### src/design/fprs_defs.vh
// Constants for the floating-point register stack: widths, status fields, opcodes, resets.
`ifndef FPRS_DEFS_VH
`define FPRS_DEFS_VH
`define FPRS_DATA_W      80
`define FPRS_NREG        8
`define FPRS_SW_W        16
// Status word field positions.
`define FPRS_SW_IE       0
`define FPRS_SW_SF       6
`define FPRS_SW_ES       7
`define FPRS_SW_C0       8
`define FPRS_SW_C1       9
`define FPRS_SW_C2       10
`define FPRS_SW_TOP_LO   11
`define FPRS_SW_TOP_HI   13
`define FPRS_SW_C3       14
`define FPRS_SW_BUSY     15
`define FPRS_SW_RESET    16'h0000
`define FPRS_TOP_RESET   3'h0
`define FPRS_CW_RESET    16'h037F
`define FPRS_TW_RESET    16'hFFFF
// Operand formats.
`define FPRS_FMT_EXT     2'h0
`define FPRS_FMT_REAL    2'h1
`define FPRS_FMT_INT     2'h2
`define FPRS_FMT_BCD     2'h3
// Operations.
`define FPRS_OP_NOP      4'h0
`define FPRS_OP_LOAD     4'h1
`define FPRS_OP_STORE    4'h2
`define FPRS_OP_STORE_P  4'h3
`define FPRS_OP_XCHG     4'h4
`define FPRS_OP_WRITE    4'h5
`define FPRS_OP_STSW     4'h6
`define FPRS_OP_STENV    4'h7
`define FPRS_OP_SAVE     4'h8
`define FPRS_OP_CLEX     4'h9
`define FPRS_OP_INIT     4'hA
`define FPRS_OP_FREE     4'hB
`endif

### src/design/fprs_regbank.v
// Eight-entry 80-bit data register bank with two write ports and two registered read ports.
`timescale 1ns/1ps
module fprs_regbank
(
   input  wire        i_mclk,
   input  wire [2:0]  i_wr_addr,
   input  wire [79:0] i_wr_data,
   input  wire        i_wr_en,
   input  wire [2:0]  i_wr2_addr,
   input  wire [79:0] i_wr2_data,
   input  wire        i_wr2_en,
   input  wire [2:0]  i_rd_addr,
   input  wire [2:0]  i_rd2_addr,
   output reg  [79:0] o_rd_data,
   output reg  [79:0] o_rd2_data
);
   reg [79:0] mem_q [0:7];

   // Contents change only on an explicit write; nothing else, reset included, touches them.
   always @(posedge i_mclk)
   begin
      if (i_wr_en)
         mem_q[i_wr_addr] <= i_wr_data;
      if (i_wr2_en)
         mem_q[i_wr2_addr] <= i_wr2_data;
      o_rd_data  <= mem_q[i_rd_addr];
      o_rd2_data <= mem_q[i_rd2_addr];
   end
endmodule

### src/design/fprs_stack.v
// Floating-point data register stack with head pointer, tags and status word.
`timescale 1ns/1ps
`include "fprs_defs.vh"
module fprs_stack
(
   input  wire        i_mclk,
   input  wire        i_rst,
   input  wire        i_op_valid,
   input  wire [3:0]  i_op,
   input  wire [2:0]  i_rel_idx,
   input  wire [1:0]  i_fmt,
   input  wire [79:0] i_mem_data,
   input  wire [15:0] i_ctrl_wr,
   input  wire        i_ctrl_we,
   input  wire [47:0] i_instr_ptr,
   input  wire [47:0] i_oper_ptr,
   input  wire [10:0] i_opcode,
   output reg  [79:0] o_mem_data,
   output reg  [1:0]  o_mem_fmt,
   output reg         o_mem_valid,
   output reg  [15:0] o_int_accumulator,
   output reg         o_acc_valid,
   output wire [15:0] o_fp_status_word,
   output reg  [15:0] o_ctrl_word,
   output reg  [15:0] o_tag_word,
   output reg  [47:0] o_last_instr_ptr,
   output reg  [47:0] o_last_oper_ptr,
   output reg  [10:0] o_last_opcode
);
   reg  [2:0]  top_q;
   reg  [15:0] sw_q;
   reg  [7:0]  full_q;
   reg  [3:0]  pend_op_q;
   reg  [1:0]  pend_fmt_q;
   wire [2:0]  top_dec;
   wire [2:0]  top_inc;
   wire [2:0]  rel_phys;
   wire [79:0] rd_head;
   wire [79:0] rd_rel;
   wire [79:0] load_ext;
   reg         wr_en;
   reg  [2:0]  wr_addr;
   reg  [79:0] wr_data;
   reg         wr2_en;
   reg         fault;
   reg         ovf;

   ////////////////////////////////////////////////////////////////////////////
   // Head arithmetic; the 3-bit wrap gives modulo-eight behaviour for free.
   assign top_dec  = top_q - 3'h1;
   assign top_inc  = top_q + 3'h1;
   assign rel_phys = top_q + i_rel_idx;

   // Status word with the live head pointer merged into its field.
   assign o_fp_status_word = {sw_q[15:14], top_q, sw_q[10:0]};

   ////////////////////////////////////////////////////////////////////////////
   // Format widening: a simple placement of the narrow value into the extended
   // word. Full numeric conversion is beyond this block; the caller is expected
   // to present a pre-normalised mantissa in the low bits.
   function [79:0] fprs_widen;
      input [79:0] v;
      input [1:0]  f;
      begin
         if (f == `FPRS_FMT_EXT)
            fprs_widen = v;
         else if (f == `FPRS_FMT_REAL)
            fprs_widen = {v[63], 15'h3FFF, 1'b1, v[62:0]};
         else if (f == `FPRS_FMT_INT)
            fprs_widen = {1'b0, 15'h403E, v[63:0]};
         else
            fprs_widen = {v[79], 15'h4042, v[63:0]};
      end
   endfunction

   function [79:0] fprs_narrow;
      input [79:0] v;
      input [1:0]  f;
      begin
         if (f == `FPRS_FMT_EXT)
            fprs_narrow = v;
         else if (f == `FPRS_FMT_REAL)
            fprs_narrow = {16'h0000, v[79], v[62:0]};
         else if (f == `FPRS_FMT_INT)
            fprs_narrow = {16'h0000, v[63:0]};
         else
            fprs_narrow = {v[79], 15'h0000, v[63:0]};
      end
   endfunction

   assign load_ext = fprs_widen(i_mem_data, i_fmt);

   ////////////////////////////////////////////////////////////////////////////
   // Write-port steering and fault detection for the current operation.
   always @*
   begin
      wr_en   = 1'b0;
      wr2_en  = 1'b0;
      wr_addr = top_q;
      wr_data = load_ext;
      fault   = 1'b0;
      ovf     = 1'b0;
      if (i_op_valid)
      begin
         case (i_op)
            `FPRS_OP_LOAD:
            begin
               wr_addr = top_dec;
               if (full_q[top_dec])
               begin
                  fault = 1'b1;
                  ovf   = 1'b1;
               end
               else
                  wr_en = 1'b1;
            end
            `FPRS_OP_WRITE:
            begin
               wr_addr = rel_phys;
               wr_en   = 1'b1;
            end
            `FPRS_OP_STORE, `FPRS_OP_STORE_P:
               fault = ~full_q[top_q];
            `FPRS_OP_XCHG:
            begin
               fault = ~full_q[top_q] | ~full_q[rel_phys];
               wr_en  = ~fault;
               wr2_en = ~fault;
               wr_addr = top_q;
               wr_data = rd_rel;
            end
            default:
               fault = 1'b0;
         endcase
      end
   end

   // The exchange needs both operands read ahead of the write, so the bank
   // reads are combinationally addressed but the caller holds i_rel_idx for
   // the cycle before the exchange; rd ports register on every edge.
   fprs_regbank u_bank
   (
      .i_mclk     (i_mclk),
      .i_wr_addr  (wr_addr),
      .i_wr_data  (wr_data),
      .i_wr_en    (wr_en),
      .i_wr2_addr (rel_phys),
      .i_wr2_data (rd_head),
      .i_wr2_en   (wr2_en),
      .i_rd_addr  (top_q),
      .i_rd2_addr (rel_phys),
      .o_rd_data  (rd_head),
      .o_rd2_data (rd_rel)
   );

   ////////////////////////////////////////////////////////////////////////////
   // Head, tag occupancy and status word.
   always @(posedge i_mclk or posedge i_rst)
   begin
      if (i_rst)
      begin
         top_q  <= `FPRS_TOP_RESET;
         sw_q   <= `FPRS_SW_RESET;
         full_q <= 8'h00;
      end
      else if (i_op_valid)
      begin
         sw_q[`FPRS_SW_BUSY] <= 1'b0;
         if (fault)
         begin
            sw_q[`FPRS_SW_IE] <= 1'b1;
            sw_q[`FPRS_SW_SF] <= 1'b1;
            sw_q[`FPRS_SW_ES] <= ~o_ctrl_word[0];
            sw_q[`FPRS_SW_C1] <= ovf;
         end
         else
            sw_q[`FPRS_SW_C1] <= 1'b0;
         case (i_op)
            `FPRS_OP_LOAD:
               if (!fault)
               begin
                  top_q            <= top_dec;
                  full_q[top_dec]  <= 1'b1;
               end
            `FPRS_OP_STORE_P:
               if (!fault)
               begin
                  top_q           <= top_inc;
                  full_q[top_q]   <= 1'b0;
               end
            `FPRS_OP_WRITE:
               full_q[rel_phys] <= 1'b1;
            `FPRS_OP_FREE:
               full_q[rel_phys] <= 1'b0;
            `FPRS_OP_CLEX:
               sw_q <= {sw_q[15:8], 8'h00};
            `FPRS_OP_INIT, `FPRS_OP_SAVE:
            begin
               top_q  <= `FPRS_TOP_RESET;
               sw_q   <= `FPRS_SW_RESET;
               full_q <= 8'h00;
            end
            default:
               top_q <= top_q;
         endcase
      end
   end

   ////////////////////////////////////////////////////////////////////////////
   // Output side: store data one cycle after the bank read, status copies.
   always @(posedge i_mclk or posedge i_rst)
   begin
      if (i_rst)
      begin
         pend_op_q         <= `FPRS_OP_NOP;
         pend_fmt_q        <= `FPRS_FMT_EXT;
         o_mem_data        <= 80'h0000;
         o_mem_fmt         <= `FPRS_FMT_EXT;
         o_mem_valid       <= 1'b0;
         o_int_accumulator <= 16'h0000;
         o_acc_valid       <= 1'b0;
      end
      else
      begin
         pend_op_q   <= (i_op_valid && !fault) ? i_op : `FPRS_OP_NOP;
         pend_fmt_q  <= i_fmt;
         o_mem_valid <= 1'b0;
         o_acc_valid <= 1'b0;
         if (pend_op_q == `FPRS_OP_STORE || pend_op_q == `FPRS_OP_STORE_P)
         begin
            o_mem_data  <= fprs_narrow(rd_head, pend_fmt_q);
            o_mem_fmt   <= pend_fmt_q;
            o_mem_valid <= 1'b1;
         end
         if (i_op_valid && (i_op == `FPRS_OP_STSW || i_op == `FPRS_OP_STENV ||
             i_op == `FPRS_OP_SAVE))
         begin
            o_mem_data  <= {64'h0000_0000_0000_0000, o_fp_status_word};
            o_mem_fmt   <= `FPRS_FMT_INT;
            o_mem_valid <= 1'b1;
         end
         if (i_op_valid && i_op == `FPRS_OP_STSW)
         begin
            o_int_accumulator <= o_fp_status_word;
            o_acc_valid       <= 1'b1;
         end
      end
   end

   ////////////////////////////////////////////////////////////////////////////
   // Environment registers kept beside the stack.
   always @(posedge i_mclk or posedge i_rst)
   begin
      if (i_rst)
      begin
         o_ctrl_word      <= `FPRS_CW_RESET;
         o_tag_word       <= `FPRS_TW_RESET;
         o_last_instr_ptr <= 48'h0000_0000_0000;
         o_last_oper_ptr  <= 48'h0000_0000_0000;
         o_last_opcode    <= 11'h000;
      end
      else
      begin
         if (i_ctrl_we)
            o_ctrl_word <= i_ctrl_wr;
         o_tag_word <= {{2{~full_q[7]}}, {2{~full_q[6]}}, {2{~full_q[5]}}, {2{~full_q[4]}},
                        {2{~full_q[3]}}, {2{~full_q[2]}}, {2{~full_q[1]}}, {2{~full_q[0]}}};
         if (i_op_valid)
         begin
            o_last_instr_ptr <= i_instr_ptr;
            o_last_oper_ptr  <= i_oper_ptr;
            o_last_opcode    <= i_opcode;
         end
      end
   end
endmodule

### config.mk
export PLATFORM = sky130hd
export DESIGN_NAME = fprs_stack
export DESIGN_NICKNAME = d
export VERILOG_FILES = /design/src/design/fprs_regbank.v /design/src/design/fprs_stack.v
export VERILOG_INCLUDE_DIRS = /design/src /design/src/design
export SDC_FILE = /design/constraint.sdc
export NUM_CORES = 2
export LEC_CHECK = 0
export BUFFER_PORTS_ARGS = -buffer_cell sky130_fd_sc_hd__buf_4
export CAP_MARGIN = 10
export CORE_MARGIN = 5
export CORE_UTILIZATION = 64
export DETAILED_ROUTE_END_ITERATION = 8
export GPL_ROUTABILITY_DRIVEN = 0
export HOLD_SLACK_MARGIN = 0.12
export PLACE_DENSITY_LB_ADDON = 0.12
export SYNTH_ARGS = -nofsm -noshare
export SYNTH_HDL_FRONTEND = slang
export SYNTH_SLANG_ARGS = --single-unit
### constraint.sdc
create_clock -name i_mclk -period 17.17 [get_ports i_mclk]
set_input_delay 1.717 -clock i_mclk [delete_from_list [all_inputs] [get_ports i_mclk]]
set_output_delay 1.717 -clock i_mclk [all_outputs]
set_load 0.1 [all_outputs]
-- Word-level counts from Yosys, hierarchy flattened
Memories as Yosys holds them, arrays and structs flattened. A register that Yosys moved wholly into a read port is not among the register bits.
Cells that the tools add are included.
- register bits: 271
- memory bits (writable): 640
- bits of input ports: 216
- output and inout port bits: 255
- logic and storage cells: 145
- memories kept: 1
- memory list (name ; words ; bits a word ; read ports ; clocked after Yosys merged registers in ; write ports ; RTL line ; source):
    u_bank.mem_q ; 8 ; 80 ; 2 ; 2 ; 2 ; fprs_regbank.v:17 ; reg [79:0] mem_q [0:7];
- add/subtract/negate cells: 3
- magnitude comparators: 6
- eq/ne operators: 19
- muxes and demuxes: 53
- bitwise logic cells: 20
- reductions and logical operators: 25
- operator list (cell ; count):
    80-bit 2-to-1 mux ; 10
    8-bit case mux with 5 select lines ; 1
    16-bit case mux with 2 select lines ; 1
    1-bit 2-to-1 mux ; 22
    8-bit bitwise AND ; 2
    4-bit by 2-bit equality test with 1-bit output, second input constant ; 4
    4-bit by 3-bit equality test with 1-bit output, second input constant ; 4
    4-bit equality test, second input constant ; 4
    8-bit 2-to-1 mux ; 2
    8-bit NOT ; 2
    8-bit bitwise OR ; 2
    1-bit NOT ; 13
    3-bit by 4-bit less-than comparator with 1-bit output, second input constant ; 3
    1-bit binary-select mux with 3-bit select ; 3
    1-bit demux with 3-bit select ; 3
    3-bit by 1-bit greater-or-equal comparator with 1-bit output, second input constant ; 3
    3-bit 2-to-1 mux ; 3
    3-bit case mux with 3 select lines ; 1
    4-bit AND reduction ; 2
    1-bit logical AND ; 6
    2-bit 2-to-1 mux ; 3
    1-bit case mux with 3 select lines ; 2
    3-bit case mux with 2 select lines ; 1
    2-bit AND reduction ; 3
    other kinds (17) ; 26

-- Logic depth before layout (Yosys ltp)
- word-level depth: 10
- mapped depth: 13
- gate-level depth less buffers: 9

-- Modules after synthesis
Synthesis repeated with hierarchy kept, for this count alone.
- cells, all modules: 3243
- area, all modules: 51013.9 um2
- by module, submodules not included (module ; instances ; cells an instance ; area an instance (um2)):
    fprs_regbank ; 1 ; 2104 ; 39688.1
    fprs_stack ; 1 ; 1139 ; 11325.9

-- Worst setup path after synthesis
Ideal clock, no wire load.
- kind: input -> register
- from: input i_rel_idx[0]
- to: memory u_bank.mem_q[4][0] (enable)
- arrival time: 9.224 ns
- setup slack: 7.318 ns
- cell stages on the path: 11
- buffers on the path: 3
- cells stage by stage: ha_1 inv_1 fa_1 xnor3_1 buf_2 buf_2 buf_2 a22oi_1 o21ai_0 nand2_1 o21ai_0
- RTL lines (element ; RTL line ; source):
    start: declaration ; fprs_stack.v:10 ; input wire [2:0] i_rel_idx,
    end: declaration ; fprs_regbank.v:17 ;

==> flow_summary.yaml <==
setup_path:
  crit_path_end_kind: "register"
  cp_common_cell: "buf_4"
  path_class: "in2reg"
  path_cells: "buf_4, ha_4, inv_1, fa_4, buf_4, buf_4, nand2_1, nor2_1, nand2_4, o21ai_4, buf_4"
  cp_data_required_time_ns: 17.44
  critPathArrivalTime_ns: 7.42
  crit_fanout: 70
  cp-start-kind: "primary input"
  max_stage_delay_ns: 1.03
  crit_path_top_delay_cell: "buf_4"
detailed_routing:
  drt-vias-per-instance: 6.87
  wl_um: 161000
  num_vias: 39700
  firstDrtPassIters: 8
  wire_per_inst_um: 27.9
  drtIter0Drc: 6184
  drc: 0
  ant_nets: 0
clocking:
  clk_pin_slew_ns: 0.06
  cts_tree: "done"
  cts_sinks: 1040
  postCtsHoldBufs: 0
  cts-root-buf: "clkbuf_16"
  clk_latency_ns: 0.68
  cts.htree.levels: 3
  clk_path_buf_depth: 3
  postCtsSetupRepairBufs: 0
  cts_buffers: 104
  cts_resized: 0
cells_and_area:
  antenna_cells: 0
  finalNonFillerCells: 5785
  layout_common_cells: "a21oi_1, edfxtp_1, nand2_1, nor2_1, buf_4"
  area_growth_pct: 14.6
  layout_commonest_cell: "a21oi_1"
  nNetsFinal: 4939
  drive_gt1_share_pct: 20.1
floorplan:
  row_count: 101
  start_util_pct: 64.1
  dieArea_um2: 81300
  die_h_um: 285
  dieWidth_um: 285
  core-area_um2: 75600
  io_pins: 471
yosys:
  avgSynthCellArea_um2: 10.7
  synth_edf_count: 640
  synthDistinctLibCells: 69
  ys_warn_count: 0
  yosys-top-cells-area: "edfxtp_1, dfrtp_1, a21oi_1"
  yosysTopAreaCell: "edfxtp_1"
  seq_area_frac_synth_pct: 58.7
  synthFlopType: "edfxtp_1"
  netlist_instances: 4534
  post_synth_instance_area_um2: 48500
  ys_ff_latch: 1040
  yosysTopAreaCellShare_pct: 39.7
  synth_async_sr_flop_share_pct: 23.1
timing:
  min_period_ns: 7.16
  tns_ns: 0
  tightestPinTransition_ns: 1.31
  setup_viol: 0
  hold_violations: 0
  grt_setup_unrepaired: "false"
  max_freq_ghz: 0.140
  final_max_slew_viol_count: 0
  relSlewSlack_pct: 12.6
  skew_ns: 0.0219
  period_share_pct: 41.7
pwr:
  pwr-share-seq_pct: 35.1
  p_switching_mw: 4.34
  cellPowerDensity_nw_per_um2: 181
  p_int_mw: 5.68
  p_comb_share_pct: 41.0
  vdd_ir_drop_max_mv: 0.175
  p_leak_nw: 21.6
  clockPowerShare_pct: 23.9
  netSwitchingFraction_pct: 43.3
  power_mw: 10.0
flow_run:
  cap_violations: 0
global_routing:
  grt_max_degree: 123
  grt_pass1_wl_um: 239000
  grt_use_total_pct: 38.4
  antenna_found_initial: 3
  grt_pass1_vias: 38900
  grt-ovfl-total: 0
run_status:
  outcome: "finished clean"
placed_design:
  dp.final_hpwl_um: 92500
  io_buffers: 452
  dp_cells: 5587
min_path:
  hp-class: "reg2reg"
[flip-flops by register name, summed over array words and instances (netlist names)]
register and count:
top_q 3, o_last_opcode 11, o_mem_valid 1, pend_fmt_q 2
o_last_oper_ptr 48, o_int_accumulator 6, full_q 8, o_acc_valid 1
u_bank.o_rd2_data 80, u_bank.mem_q 640, u_bank.o_rd_data 80, o_tag_word 8
o_last_instr_ptr 48, pend_op_q 3, o_mem_data 80, sw_q 3
o_mem_fmt 2, o_ctrl_word 16
[cells in the mapped netlist (20+ instances only)]
library cell / instances
a221oi_1: 20
dfrtp_1: 223
mux4_2: 71
a21oi_1: 673
nand4_1: 80
a22oi_1: 354
nor2_1: 558
buf_4: 32
dfxtp_1: 160
buf_2: 60
o211ai_1: 23
nand2_1: 568
o21ai_0: 206
clkbuf_1: 269
buf_1: 97
nand3_1: 30
mux2i_1: 116
mux2_2: 142
edfxtp_1: 640
inv_1: 22
[power groups by stage]
stage / registers (mW) / clock network [mW] / logic, mW
final: 3.52 / 2.39 / 4.11
after global routing: 3.56 / 2.51 / 4.26
after CTS: 3.50 / 2.39 / 4.01
after detailed placement: 3.54 / 0 / 3.99
after global placement: 3.53 / 0 / 3.93
after floorplan: 4.09 / 0 / 2.22
[routing by layer]
metal,global-route usage (%),share of wire (%)
met4,18.6,5.3
met3,8.14,13
met1,51.2,35
met5,0,0.0062
met2,60.6,47
[final cells by class]
type / count / area (um2)
Inverter: 23 / 93.8
Clock buffer: 147 / 3020
Timing Repair Buffer: 523 / 3940
Sequential cell: 1040 / 28400
Clock inverter: 51 / 559
Fill cell: 5244 / 20000
Tap cell: 978 / 1220
Multi-Input combinational cell: 3023 / 18300
[worst max-delay path: cells and delay by family]
family	cells	cell delay, ns
buf+inv	5	2.60
simple gates	3	1.45
fa+ha+maj	2	0.86
compound gates	1	0.63
[cell families after synthesis]
kind of cell / Yosys count / synth area share, %
and+or+nand+nor: 1306 / 11.0
buffers and inverters: 488 / 4.29
muxes: 329 / 8.99
DFF: 1040 / 58.7
xor gates and xnor gates: 6 / 0.207
other: 1 / 0.00774
adders and majority gates: 8 / 0.222
AOI/OAI and AO/OA: 1356 / 16.6
[worst paths after layout]
kind	to	cells past startpoint	start	slack (ns)
max	u_bank.mem_q[5][73]$_DFFE_PP_	11	i_rel_idx[0]	10.01
min	o_int_accumulator[11]$_DFFE_PP0P_	2	o_int_accumulator[11]$_DFFE_PP0P_	0.49
max reg2reg	u_bank.mem_q[5][73]$_DFFE_PP_	9	top_q[1]$_DFFE_PP0P_	10.26
min reg2reg	o_int_accumulator[11]$_DFFE_PP0P_	2	o_int_accumulator[11]$_DFFE_PP0P_	0.49
max in group asynchronous	o_mem_data[41]$_DFFE_PP0P_	3	i_rst	14.41
min in group asynchronous	o_last_instr_ptr[33]$_DFFE_PP0P_	2	i_rst	1.20
[per-stage QoR]
step	setup WS, ns	hold WS [ns]	cell area (um2)	utilization [%]
3_5_place_dp	9.66	0.480	52000	68.8
6_report	10.01	0.491	55500	73.5
4_1_cts	10.32	0.495	55500	73.5
2_1_floorplan	7.32	0.422	48500	-
5_1_grt	10.04	0.510	55500	73.5
3_3_place_gp	9.76	0.463	52000	68.8
Power figures use the tool's default switching activity.
